**config.mk**
```make
export PLATFORM = sky130hd
export DESIGN_NAME = pmc_monitor
export DESIGN_NICKNAME = d
export VERILOG_FILES = /design/src/verilog/pmc_pkg.sv /design/src/verilog/pmc_monitor.sv
export SDC_FILE = /design/constraint.sdc
export NUM_CORES = 2
export LEC_CHECK = 0
export BUFFER_PORTS_ARGS = -buffer_cell sky130_fd_sc_hd__buf_2
export CORE_MARGIN = 2
export CORE_UTILIZATION = 55
export CTS_CLUSTER_SIZE = 24
export DETAILED_ROUTE_END_ITERATION = 8
export PLACE_DENSITY = 0.72
export SLEW_MARGIN = 20
export SYNTH_ARGS = -nofsm -noshare
export SYNTH_HDL_FRONTEND = slang
export SYNTH_SLANG_ARGS = --single-unit
```
**constraint.sdc**
```tcl
create_clock -name ref_clk -period 15.5 [get_ports ref_clk]
set_clock_uncertainty 0.05 [all_clocks]
set_input_delay 3.1 -clock ref_clk [delete_from_list [all_inputs] [get_ports ref_clk]]
set_output_delay 3.1 -clock ref_clk [all_outputs]
set_load 0.01 [all_outputs]
```
**src/verilog/pmc_pkg.sv**
```systemverilog
package pmc_pkg;
  localparam int PMC_NUM_CTR = 8;
  localparam int PMC_CTR_W = 48;
  localparam int PMC_SEG_W = 16;
  localparam int PMC_NUM_SEG = 3;
  localparam int PMC_AMT_W = 7;
  localparam int PMC_RD_LSB = 32;
  localparam int PMC_SREG_W = 64;
  localparam logic [PMC_CTR_W-1:0] PMC_CNT_RST = 48'h0000_0000_0000;
  localparam logic [PMC_CTR_W-1:0] PMC_INJECT = 48'h0040_0040_0000;
  localparam logic [2:0] PMC_PTR_CTR_RST = 3'h0;
  localparam logic [1:0] PMC_PTR_SEG_RST = 2'h0;
  localparam logic [1:0] PMC_SEG_LAST = 2'h2;
  localparam logic [2:0] PMC_CTR_LAST = 3'h7;
  // Opcode class bounds, seven-bit opcode space
  localparam logic [6:0] PMC_OPC_017 = 7'h0f;
  localparam logic [6:0] PMC_OPC_077 = 7'h3f;
  localparam logic [6:0] PMC_OPC_137 = 7'h5f;
  localparam logic [6:0] PMC_OPC_157 = 7'h6f;
  localparam logic [6:0] PMC_OPC_173 = 7'h7b;
  localparam logic [6:0] PMC_OPC_174 = 7'h7c;
  localparam logic [6:0] PMC_OPC_175 = 7'h7d;

  typedef enum logic [1:0] {PMC_GRP_ISSUE, PMC_GRP_HOLD, PMC_GRP_MEM, PMC_GRP_OPC} pmc_group_t;

  // Monitor instructions, one-cycle pulses from the issue logic
  typedef struct packed {
    logic sel;
    logic [1:0] grp;
    logic rd;
    logic inj;
    logic mclr;
    logic minc;
  } pmc_cmd_t;

  // A functional unit operation: scalar counts one, vector counts the length
  typedef struct packed {
    logic valid;
    logic vec;
  } pmc_op_t;

  typedef struct packed {
    logic issue;
    logic [6:0] opcode;
    logic k_zero;
    logic hold_any;
    logic [7:0] hold_cause;
    logic fetch;
    logic cache_hit;
    pmc_op_t fadd;
    pmc_op_t fmul;
    pmc_op_t frecip;
    logic ms_ref;
    logic ms_wr;
    logic mv_ref;
    logic mv_wr;
    logic mb_ref;
    logic mb_wr;
    logic mem_conflict;
    logic vint;
    logic vfp;
    logic [PMC_AMT_W-1:0] vl;
    logic [PMC_AMT_W-1:0] bt_cnt;
  } pmc_ev_t;

  typedef struct packed {
    logic valid;
    logic [PMC_SREG_W-1:0] data;
  } pmc_rd_t;
endpackage

```
**src/verilog/pmc_monitor.sv**
```systemverilog
`timescale 1ns/10ps
// How it works
// - Eight counters whose events depend on which of four groups is active.
// - Events advance counters only while the processor runs outside monitor mode; maintenance increment and inject act in it too.
// - Entering monitor mode stops event counting on every counter until the processor leaves it.
// - The group-select instruction carries the group number, which is latched.
// - Group 0 counts issues, hold cycles, fetches, float add/multiply/reciprocal, memory references, cache hits.
// - Group 1 counts hold-issue cycles per cause: A, S, V, B/T, vector units, shared, ports, miscellaneous.
// - Group 2 counts fetches, hits, scalar writes, B/T refs, scalar refs, CPU writes, CPU refs, conflicts.
// - Group 3 counts issued opcode classes on counters 0 to 5 and vector integer/float ops on 6 and 7.
// - Increments are one per scalar event, vector length per vector op, transfer count per block transfer.
// - Select and read instructions for users, plus inject, clear and increment for maintenance.
// - Group select also clears all counters and the read pointer.
// - Each counter is 48 bits in three 16-bit segments chosen by a read pointer.
// - A read returns the pointed segment in result bits 32 to 47 and advances the pointer.
// - The pointer clears on entering or leaving monitor mode, group select and maintenance clear.
module pmc_monitor
  import pmc_pkg::*;
(
  input wire logic ref_clk,
  input wire logic nrst,
  input wire logic monitor_mode,
  input wire pmc_cmd_t cmd,
  input wire pmc_ev_t ev,
  output pmc_rd_t rd_out,
  output pmc_group_t group
);

  logic [PMC_CTR_W-1:0] cnt [PMC_NUM_CTR];
  logic [PMC_CTR_W-1:0] next_cnt [PMC_NUM_CTR];
  logic [PMC_CTR_W-1:0] inc [PMC_NUM_CTR];
  logic [2:0] ptr_ctr;
  logic [2:0] next_ptr_ctr;
  logic [1:0] ptr_seg;
  logic [1:0] next_ptr_seg;
  logic mode_q;
  logic mode_edge;
  logic count_en;
  pmc_group_t next_group;
  pmc_rd_t next_rd_out;
  logic [PMC_SEG_W-1:0] seg_val;
  logic [PMC_CTR_W-1:0] mem_ref_amt;
  logic [PMC_CTR_W-1:0] mem_wr_amt;

  // Scalar op adds one, vector op adds its length
  function automatic logic [PMC_CTR_W-1:0] op_amt(input pmc_op_t op, input logic [PMC_AMT_W-1:0] vl);
    logic [PMC_CTR_W-1:0] r;
    r = '0;
    if (op.valid) begin
      r = op.vec ? PMC_CTR_W'(vl) : PMC_CTR_W'(1'b1);
    end
    return r;
  endfunction

  // Counting stops the same cycle monitor mode rises, no lag through a flop
  // gate by mode
  assign count_en = !monitor_mode;
  assign mode_edge = monitor_mode ^ mode_q;

  // Memory totals mix scalar, vector and block references in one cycle
  // per-class amounts
  always_comb begin
    mem_ref_amt = PMC_CTR_W'(ev.ms_ref)
                + (ev.mv_ref ? PMC_CTR_W'(ev.vl) : '0)
                + (ev.mb_ref ? PMC_CTR_W'(ev.bt_cnt) : '0);
    mem_wr_amt = PMC_CTR_W'(ev.ms_wr)
               + (ev.mv_wr ? PMC_CTR_W'(ev.vl) : '0)
               + (ev.mb_wr ? PMC_CTR_W'(ev.bt_cnt) : '0);
  end

  // Per-counter increment for the active group
  // group steers events
  always_comb begin
    for (int i = 0; i < PMC_NUM_CTR; i++) begin
      inc[i] = '0;
    end
    unique case (group)
      PMC_GRP_ISSUE: begin
        inc[0] = PMC_CTR_W'(ev.issue);
        inc[1] = PMC_CTR_W'(ev.hold_any);
        inc[2] = PMC_CTR_W'(ev.fetch);
        inc[3] = op_amt(ev.fadd, ev.vl);
        inc[4] = op_amt(ev.fmul, ev.vl);
        inc[5] = op_amt(ev.frecip, ev.vl);
        inc[6] = mem_ref_amt;
        inc[7] = PMC_CTR_W'(ev.cache_hit);
      end
      PMC_GRP_HOLD: begin
        for (int i = 0; i < PMC_NUM_CTR; i++) begin
          inc[i] = PMC_CTR_W'(ev.hold_cause[i]);
        end
      end
      PMC_GRP_MEM: begin
        inc[0] = PMC_CTR_W'(ev.fetch);
        inc[1] = PMC_CTR_W'(ev.cache_hit);
        inc[2] = PMC_CTR_W'(ev.ms_wr);
        inc[3] = ev.mb_ref ? PMC_CTR_W'(ev.bt_cnt) : '0;
        inc[4] = PMC_CTR_W'(ev.ms_ref);
        inc[5] = mem_wr_amt;
        inc[6] = mem_ref_amt;
        inc[7] = PMC_CTR_W'(ev.mem_conflict);
      end
      PMC_GRP_OPC: begin
        if (ev.issue) begin
          if (ev.opcode <= PMC_OPC_017) begin
            inc[0] = PMC_CTR_W'(1'b1);
          end else if (ev.opcode <= PMC_OPC_077) begin
            inc[1] = PMC_CTR_W'(1'b1);
          end else if (ev.opcode <= PMC_OPC_137) begin
            inc[2] = PMC_CTR_W'(1'b1);
          end else if (ev.opcode <= PMC_OPC_157 || (ev.opcode == PMC_OPC_174 && !ev.k_zero)) begin
            inc[3] = PMC_CTR_W'(1'b1);
          end else if (ev.opcode <= PMC_OPC_173 || ev.opcode == PMC_OPC_174) begin
            inc[4] = PMC_CTR_W'(1'b1);
          end else if (ev.opcode > PMC_OPC_175) begin
            inc[5] = PMC_CTR_W'(1'b1);
          end
        end
        inc[6] = ev.vint ? PMC_CTR_W'(ev.vl) : '0;
        inc[7] = ev.vfp ? PMC_CTR_W'(ev.vl) : '0;
      end
    endcase
  end

  // Counter next values; maintenance ops act in monitor mode too
  // user and maintenance ops
  always_comb begin
    for (int i = 0; i < PMC_NUM_CTR; i++) begin
      next_cnt[i] = cnt[i];
      if (cmd.sel) begin
        next_cnt[i] = PMC_CNT_RST;
      end else begin
        if (count_en) begin
          next_cnt[i] = next_cnt[i] + inc[i];
        end
        if (cmd.minc && ptr_ctr == 3'(i)) begin
          next_cnt[i] = next_cnt[i] + PMC_CTR_W'(1'b1);
        end
        if (cmd.inj && ptr_ctr == 3'(i)) begin
          next_cnt[i] = next_cnt[i] + PMC_INJECT;
        end
      end
    end
  end

  // Pointed segment, 48-bit counter seen as three 16-bit slices
  // segment select
  always_comb begin
    unique case (ptr_seg)
      2'h0: seg_val = cnt[ptr_ctr][15:0];
      2'h1: seg_val = cnt[ptr_ctr][31:16];
      default: seg_val = cnt[ptr_ctr][47:32];
    endcase
  end

  // Pointer, group and read result; a clear beats any advance in the same cycle
  always_comb begin
    next_ptr_ctr = ptr_ctr;
    next_ptr_seg = ptr_seg;
    next_group = group;
    next_rd_out.valid = cmd.rd;
    next_rd_out.data = rd_out.data;
    if (cmd.sel) begin
      next_group = pmc_group_t'(cmd.grp);
    end
    if (cmd.rd) begin
      next_rd_out.data = {PMC_SEG_W'(0), seg_val, PMC_RD_LSB'(0)};
    end
    if (cmd.sel || cmd.mclr || mode_edge) begin
      next_ptr_ctr = PMC_PTR_CTR_RST;
      next_ptr_seg = PMC_PTR_SEG_RST;
    end else if (cmd.inj) begin
      next_ptr_ctr = ptr_ctr + 3'h1;
      next_ptr_seg = PMC_PTR_SEG_RST;
    end else if (cmd.rd) begin
      if (ptr_seg == PMC_SEG_LAST) begin
        next_ptr_seg = PMC_PTR_SEG_RST;
        next_ptr_ctr = ptr_ctr + 3'h1;
      end else begin
        next_ptr_seg = ptr_seg + 2'h1;
      end
    end
  end

  // Registers only
  always_ff @(posedge ref_clk or negedge nrst) begin
    if (!nrst) begin
      for (int i = 0; i < PMC_NUM_CTR; i++) begin
        cnt[i] <= PMC_CNT_RST;
      end
      ptr_ctr <= PMC_PTR_CTR_RST;
      ptr_seg <= PMC_PTR_SEG_RST;
      group <= PMC_GRP_ISSUE;
      mode_q <= 1'b0;
      rd_out <= '0;
    end else begin
      cnt <= next_cnt;
      ptr_ctr <= next_ptr_ctr;
      ptr_seg <= next_ptr_seg;
      group <= next_group;
      mode_q <= monitor_mode;
      rd_out <= next_rd_out;
    end
  end

  // Checks
  logic quiet;
  assign quiet = !cmd.sel && !cmd.minc && !cmd.inj;

  a_sel_clears_all: assert property (@(posedge ref_clk) disable iff (!nrst)
    cmd.sel |=> cnt[0] == '0 && cnt[7] == '0 && ptr_ctr == '0 && ptr_seg == '0)
    else $error("select did not clear counters and pointer");

  a_group_latch: assert property (@(posedge ref_clk) disable iff (!nrst)
    cmd.sel |=> group == pmc_group_t'($past(cmd.grp)))
    else $error("group not latched from select");

  a_monitor_hold: assert property (@(posedge ref_clk) disable iff (!nrst)
    (monitor_mode && quiet)[*2] |=> cnt[2] == $past(cnt[2], 2))
    else $error("counter moved in monitor mode");

  a_issue_count: assert property (@(posedge ref_clk) disable iff (!nrst)
    group == PMC_GRP_ISSUE && !monitor_mode && quiet
      |=> cnt[0] == $past(cnt[0]) + PMC_CTR_W'($past(ev.issue)))
    else $error("issue counter wrong");

  a_hold_cause: assert property (@(posedge ref_clk) disable iff (!nrst)
    group == PMC_GRP_HOLD && !monitor_mode && quiet
      |=> cnt[7] == $past(cnt[7]) + PMC_CTR_W'($past(ev.hold_cause[7])))
    else $error("hold cause counter wrong");

  a_bt_amount: assert property (@(posedge ref_clk) disable iff (!nrst)
    group == PMC_GRP_MEM && !monitor_mode && quiet && ev.mb_ref
      |=> cnt[3] == $past(cnt[3]) + PMC_CTR_W'($past(ev.bt_cnt)))
    else $error("block transfer amount wrong");

  a_opc_class: assert property (@(posedge ref_clk) disable iff (!nrst)
    group == PMC_GRP_OPC && !monitor_mode && quiet && ev.issue && ev.opcode > PMC_OPC_175
      |=> cnt[5] == $past(cnt[5]) + PMC_CTR_W'(1'b1))
    else $error("opcode class counter wrong");

  a_mem_sum: assert property (@(posedge ref_clk) disable iff (!nrst)
    group == PMC_GRP_MEM && !monitor_mode && quiet && ev.ms_ref && ev.mv_ref
      |=> cnt[6] == $past(cnt[6]) + PMC_CTR_W'(1'b1) + PMC_CTR_W'($past(ev.vl))
        + ($past(ev.mb_ref) ? PMC_CTR_W'($past(ev.bt_cnt)) : PMC_CNT_RST))
    else $error("simultaneous references lost");

  a_rd_place: assert property (@(posedge ref_clk) disable iff (!nrst)
    cmd.rd |=> rd_out.valid && rd_out.data[47:32] == $past(seg_val) && rd_out.data[31:0] == '0)
    else $error("read segment misplaced");

  a_ptr_wrap: assert property (@(posedge ref_clk) disable iff (!nrst)
    cmd.rd && !cmd.sel && !cmd.mclr && !cmd.inj && !mode_edge && ptr_seg == PMC_SEG_LAST
      |=> ptr_seg == '0 && ptr_ctr == $past(ptr_ctr) + 3'h1)
    else $error("pointer did not step to next counter");

  a_mode_ptr_clr: assert property (@(posedge ref_clk) disable iff (!nrst)
    $changed(monitor_mode) |=> ptr_ctr == '0 && ptr_seg == '0)
    else $error("pointer not cleared on mode change");

  // Extra checks on paths the scenarios reach but the checks above leave open
  a_sel_clears_mid: assert property (@(posedge ref_clk) disable iff (!nrst)
    cmd.sel |=> cnt[1] == '0 && cnt[2] == '0 && cnt[3] == '0 && cnt[4] == '0 && cnt[5] == '0
      && cnt[6] == '0)
    else $error("select left a middle counter set");

  a_hold_any: assert property (@(posedge ref_clk) disable iff (!nrst)
    group == PMC_GRP_ISSUE && !monitor_mode && quiet
      |=> cnt[1] == $past(cnt[1]) + PMC_CTR_W'($past(ev.hold_any)))
    else $error("hold issue counter wrong");

  a_vec_amount: assert property (@(posedge ref_clk) disable iff (!nrst)
    group == PMC_GRP_ISSUE && !monitor_mode && quiet && ev.fadd.valid && ev.fadd.vec
      |=> cnt[3] == $past(cnt[3]) + PMC_CTR_W'($past(ev.vl)))
    else $error("vector add amount wrong");

  a_opc_low: assert property (@(posedge ref_clk) disable iff (!nrst)
    group == PMC_GRP_OPC && !monitor_mode && quiet && ev.issue && ev.opcode <= PMC_OPC_017
      |=> cnt[0] == $past(cnt[0]) + PMC_CTR_W'(1'b1))
    else $error("lowest opcode class counter wrong");

  a_mode_retain: assert property (@(posedge ref_clk) disable iff (!nrst)
    monitor_mode && quiet |=> cnt[0] == $past(cnt[0]))
    else $error("counter changed while stopped");

  a_rd_advance: assert property (@(posedge ref_clk) disable iff (!nrst)
    cmd.rd && !cmd.sel && !cmd.mclr && !cmd.inj && !mode_edge && ptr_seg != PMC_SEG_LAST
      |=> ptr_seg == $past(ptr_seg) + 2'h1 && ptr_ctr == $past(ptr_ctr))
    else $error("pointer did not step to next segment");

  a_rd_idle: assert property (@(posedge ref_clk) disable iff (!nrst)
    !cmd.rd |=> !rd_out.valid)
    else $error("read result flagged without a read");

  a_mclr_ptr: assert property (@(posedge ref_clk) disable iff (!nrst)
    cmd.mclr |=> ptr_ctr == '0 && ptr_seg == '0)
    else $error("pointer not cleared by maintenance clear");

  a_inj_step: assert property (@(posedge ref_clk) disable iff (!nrst)
    cmd.inj && !cmd.sel && !cmd.mclr && !mode_edge
      |=> ptr_ctr == $past(ptr_ctr) + 3'h1 && ptr_seg == '0)
    else $error("inject did not move pointer to next counter");

endmodule

```
# [After elaboration in Yosys (flattened, before gate mapping)]
# Cells that the tools add are included.
[word_totals] register_bits=409 output_inout_bits=67 wordCells=179
[op_classes] addsub=30 n_lt_le_gt_ge=7 n_eq_ne=13 muxes=85 n_bitwise=2 n_reduce_logical=28
[ops] cell="$mux 48" count=50
[ops] cell="$pmux 384 s4" count=1
[ops] cell="$add 48x1->48 const B" count=8
[ops] cell="$add 48x39->48 const B" count=8
[ops] cell="$add 48x48->48" count=8
[ops] cell="$mux 241" count=1
[ops] cell="$mux 193" count=1
[ops] cell="$mux 145" count=1
[ops] cell="$bmux 48 s3" count=1
[ops] cell="$mux 97" count=1
[ops] cell="$mux 7" count=12
[ops] cell="$mux 49" count=1
[ops] cell="$add 8x48->48" count=1
[ops] cell="$pmux 16 s2" count=1
[ops] cell="$le 7x7->1 const B" count=3
[ops] cell="$logic_and 1x1->1" count=17
[ops] cell="$add 1x7->8" count=2
[ops] cell="$eq 3x3->1 const B" count=4
[ops] cell="$mux 3" count=4
[ops] cell="$add 8x7->9" count=1
[ops] cell="$mux 2" count=4
[ops] cell="$eq 7x7->1 const B" count=1
[ops] cell="$gt 7x7->1 const B" count=1
[ops] cell="$le 7x4->1 const B" count=1
[ops] cell="17 further kinds" count=32

# [Depth between registers and ports, before layout]
[logic_depth] ltp_word=18 ltp_mapped=30 mapped_depth_nobuf=28

# [Least setup slack after synthesis]
# Ideal clock, no wire load.
[synth_path] path_type="input to register" startpoint="in ev[0] in the netlist's numbering" endpoint="reg cnt[87] in the netlist's numbering" setup_time_ps=120 arrival_ps=9036 required_time_ps=15330 setup_slack_ps=6293 cell_stages=24 path_cell_list="and2_1 fa_1 a21o_1 a21oi_1 o21bai_1 a21oi_1 xor2_1 o22ai_1 ha_1 a21o_1 or3_1 o21a_1 clkbuf_1 o31ai_1 o211ai_1 a21o_1 clkbuf_1 or4_1 or4_1 xnor2_1 or4_1 o21ai_4 a21oi_1 a31o_2"
[synth_rtl] item="start: declaration" line_no="pmc_monitor.sv:24" source="input wire pmc_ev_t ev,"
[synth_rtl] item="end signal: assignment" line_no="pmc_monitor.sv:197" source="cnt <= next_cnt;"
[synth_rtl] item="end: declaration" line_no="pmc_monitor.sv:29" source="logic [PMC_CTR_W-1:0] cnt [PMC_NUM_CTR];"

==> summary by stage <==
Logic synthesis
The synthesized area per cell is around 8.0 um^2. Yosys mapped a number of flops with a built-in enable equal to 0. In this run, distinct cell masters in the synthesized netlist total 123.

The portion of synthesized cell area occupied by the leading cell type is 23.4%. After synthesis the cells add up to 43800 um^2. The async set-reset flop share out of synthesis is between 90% and 100%. The number of instances in the synthesized netlist is 5445. The synthesized design spends more area on one cell type than any other, namely sky130_fd_sc_hd__dfrtp_1.

The post-synthesis sequential area ratio is about a quarter. The number of warnings reported in the yosys synthesis log is 0. The flip-flop and latch count after synthesis is 409.

In the post-synthesis netlist, the biggest area contributors are sky130_fd_sc_hd__dfrtp_1 (23%), sky130_fd_sc_hd__xnor2_1 (9.8%), sky130_fd_sc_hd__mux4_2 (5.8%). The primary flip-flop cell chosen by synthesis mapping is sky130_fd_sc_hd__dfrtp_1.

Global routing
The first global-routing pass estimated 244000 um of wire. The maximum number of pins on one net before global-route repair is 97. For this run the aggregate overflow at the end of global routing stands at 0. The via count of the first global-routing pass is about 41000. The number of antenna violations at the first check in global routing came to 4. The global-route usage over all layers is 38.2%.

Timing
Measured against its own limit, the worst slew margin works out to 31.0%. Hold is met by 471 ps. The smallest clock period supported by the final layout is computed as 9930 ps. Setup repair after global routing left no endpoint under its margin. Dividing the final minimum period by the clock period gives approximately 64%. Static timing analysis puts the maximum clock frequency at roughly 100 MHz. For the final routed database, the setup TNS stands at 0 ps. The worst-margin pin slew is 1020 ps. The hold violation count in the final report is 0.

The final-report max-slew violation count is 0. Setup violations remaining at the end of the flow were counted as 0.

CTS
Clock latency on the worst-skew pair, taken at its later pin, is 670 ps. After clock tree synthesis, the clock-pin slew on the worst setup and hold paths is 60 ps. The number of setup buffers added after CTS is 0.

Buffers inserted to repair hold after CTS numbered 0. The clock tree from TritonCTS is built. The cell sitting at the root of the clock tree is a sky130_fd_sc_hd__clkbuf_16. The level count of the clock H-tree is 2.

The clock drives 409 sinks. The clock passes through at most 3 buffers. Once the clock tree was built, the resizer swapped 0 gates to a different size. TritonCTS created 55 clock buffers.

Drt
Dividing the detail-routed via count by the number of cells gives 6.71. Summed over all nets, wire length on met2 after detailed routing comes to 74400 um. The remaining antenna violation count is 0. For this run, the detailed router's first-pass iteration total came to 6. The met1 routed wirelength after detailed routing is between 60000 and 70000 um. The total wire length is 161000 um. In this run, the number of DRC markers left after iteration 0 of detailed routing was approximately 4000.

After detailed routing, the average wire length per cell comes to 24.9 um. The post-route DRC violation count is 0. The final route contains around 43000 vias. In this run the top signal layer used is met5.

The total met3 wirelength after detailed routing is 12900 um.

Die
The floorplan step defined a die boundary enclosing ~82000 um^2. For this design the top-level I/O count stands at 126. The row count is 103. The area of the placeable core is around 79000 um^2. For this configuration, the core starts out at a cell density of between 50% and 60%. The die outline width is 286 um. From bottom edge to top edge, the die measures 286 um.

Run
Max-cap violations in this run came to 0.

Worst setup path
In this run the worst setup path begins at ev[18]. The startpoint identified for the worst register-to-register timing path is group[0]$_DFFE_PN0P_. Of all nets on the critical path, the largest fanout is 18. At the worst endpoint, the arrival time is 10420 ps. The critical setup path kind is input pin to flop. The endpoint class of the critical path is a flop.

At the worst endpoint, the required time is 15990 ps. The count of buffer and inverter cells on the critical path is 3. The critical path's most frequent cell is sky130_fd_sc_hd__a21oi_1. The worst setup path is launched from an input pin. Among cell families on the critical path, the largest total delay comes from simple AND/OR/NAND/NOR gates. The library cell contributing the largest single delay on the critical path is sky130_fd_sc_hd__nor3_1.

The largest single stage delay on the critical path is 760 ps.

Pwr
Sequential cells burn 38.5% of the power. The analysis attributes to cell leakage a power of roughly 16 nW. The switching part of the total power is between 20 and 30%. The switching power of the nets is 0.000805 W.

The peak ir drop on the vdd network is 0.0783 mV. Power spread over the standard cell area amounts to 62.1 nW/um^2. The internal power component is 0.00209 W. The combinational cell fraction of total power is 10.6%.

The part of the power in the clock network is 51.0%.

Worst hold path
The type of the most critical hold path is flop to flop. The startpoint of the worst hold path is rd_out[42]$_DFFE_PN0P_.

Finish
The net total in the final layout is 5506. The end-of-flow core utilization is 59.2%. The fill cell instance count of the final layout is 7290. From synthesis to final layout, the design area changed by 6.61%. Cells with a size suffix above 1 make up slightly below 9% of the layout.

Place
The count of buffers inserted at the top-level ports is 77. The congestion estimate from routability-driven global placement came to roughly 1.0. The estimated wirelength of the detail-placed design is ~120000 um.

Run status
The run finished with clean final reports.
[Yosys cell counts (61+ instances only)]
cell type,instances
sky130_fd_sc_hd__xor2_1,286
sky130_fd_sc_hd__nor2_1,603
sky130_fd_sc_hd__nor3_1,215
sky130_fd_sc_hd__nor2b_1,61
sky130_fd_sc_hd__nand2_1,460
sky130_fd_sc_hd__and2_1,133
sky130_fd_sc_hd__inv_1,121
sky130_fd_sc_hd__or3_1,89
sky130_fd_sc_hd__clkbuf_1,208
sky130_fd_sc_hd__nor4_1,127
sky130_fd_sc_hd__ha_1,77
sky130_fd_sc_hd__o21ai_0,160
sky130_fd_sc_hd__nand3_1,280
sky130_fd_sc_hd__mux4_2,113
sky130_fd_sc_hd__xnor2_1,490
sky130_fd_sc_hd__o211ai_1,68
sky130_fd_sc_hd__nand4_1,190
sky130_fd_sc_hd__a21oi_1,188
sky130_fd_sc_hd__dfrtp_1,409
sky130_fd_sc_hd__and3_1,111
[path summary, 6_finish.rpt]
| check | endpoint | slack (ps) | depth (start not counted) |
|---|---|---|---|
| worst max-delay path | cnt[92]$_DFF_PN0_ | 5570 | 25 |
| worst min-delay path | rd_out[42]$_DFFE_PN0P_ | 470 | 2 |
| worst max register to register | cnt[235]$_DFF_PN0_ | 7670 | 19 |
| worst min register to register | rd_out[42]$_DFFE_PN0P_ | 470 | 2 |
| max in group asynchronous | ptr_ctr[1]$_DFFE_PN0P_ | 10840 | 3 |
| min in group asynchronous | cnt[344]$_DFF_PN0_ | 2400 | 1 |
[layout by cell type (no fill, tap or decap), drive strengths merged, types with 111 or more instances in the layout]
cell type,netlist,routed
o21ai,172,172
xor2,286,286
xnor2,490,490
nand2,461,461
nand4,196,196
dfrtp,409,409
inv,123,124
and2,137,137
nor4,143,143
buf,101,123
nor3,222,222
a21oi,189,189
and3,111,111
nand3,282,282
mux4,113,113
nor2,605,605
[worst reg2reg max path, stage by stage, from the launching register on]
cell                        delay (ps)
sky130_fd_sc_hd__dfrtp_1           700
sky130_fd_sc_hd__nor2_1            500
sky130_fd_sc_hd__and3_1            360
sky130_fd_sc_hd__nand2_1            80
sky130_fd_sc_hd__o21ai_0           190
sky130_fd_sc_hd__inv_1             120
sky130_fd_sc_hd__fa_1              450
sky130_fd_sc_hd__nand2b_1          210
sky130_fd_sc_hd__a211o_1           330
sky130_fd_sc_hd__a21boi_0          790
sky130_fd_sc_hd__xnor2_1           300
sky130_fd_sc_hd__a2111oi_1         620
sky130_fd_sc_hd__nand4_1           340
sky130_fd_sc_hd__nor3_1            750
sky130_fd_sc_hd__nand4_1           220
sky130_fd_sc_hd__a211oi_1          480
sky130_fd_sc_hd__and4_1            330
sky130_fd_sc_hd__a41o_1            400
sky130_fd_sc_hd__nor2b_1           190
sky130_fd_sc_hd__mux2_1            330
[stage by stage]
stage,setup WS (ps),cell area (um^2),instances,total power [W]
after floorplan,6290,43900,5492,0.00133
after global placement,5200,44600,6354,0.00143
after detailed placement,5050,44600,6354,0.00144
after CTS,5720,46600,6458,0.00291
after global routing,4970,46700,6458,0.00298
final,5570,46700,6459,0.00290
[flip-flops by register name, summed over array words and instances, names as in the netlist]
name / flops
ptr_seg: 2
rd_out: 17
mode_q: 1
group: 2
ptr_ctr: 3
cnt: 384
[cells by family (layout without fill, tap and decap cells)]
logic type,count (synthesis),in the layout,synth area share [%]
compound gates,921,921,14.7
xor+xnor,776,776,15.5
fa+ha+maj,89,89,2.68
buf+inv,437,353,4.37
flops,409,409,23.4
mux,168,168,7.15
other cells,1,49,0.00857
simple gates,2644,2644,32.2
[metal layers]
layer,vias up,GRT usage (%)
met5,-,0
met2,2204,62.9
met1,20900,46.9
li1,19800,-
met3,531,5.73
met4,2,24.6
[power groups by stage]
stage | Clock (W) | Sequential, W | Combinational [W]
2_1_floorplan | 0 | 0.00112 | 0.000219
3_3_place_gp | 0 | 0.00113 | 0.000297
3_5_place_dp | 0 | 0.00113 | 0.000302
4_1_cts | 0.00149 | 0.00111 | 0.000304
5_1_grt | 0.00153 | 0.00112 | 0.000337
6_report | 0.00148 | 0.00112 | 0.000306
[cell type report]
| type | instances | area (um^2) | share of cell area [%] |
|---|---|---|---|
| Timing Repair Buffer | 123 | 753 | 1.61 |
| Clock buffer | 67 | 1490 | 3.20 |
| Tap cell | 1050 | 1310 | 2.82 |
| Sequential cell | 409 | 10200 | 21.9 |
| Clock inverter | 37 | 556 | 1.19 |
| Antenna cell | 1 | 2.50 | 0.00536 |
| Inverter | 126 | 473 | 1.01 |
| Multi-Input combinational cell | 4646 | 31800 | 68.2 |
No activity file was read; power rests on OpenSTA's default activity.
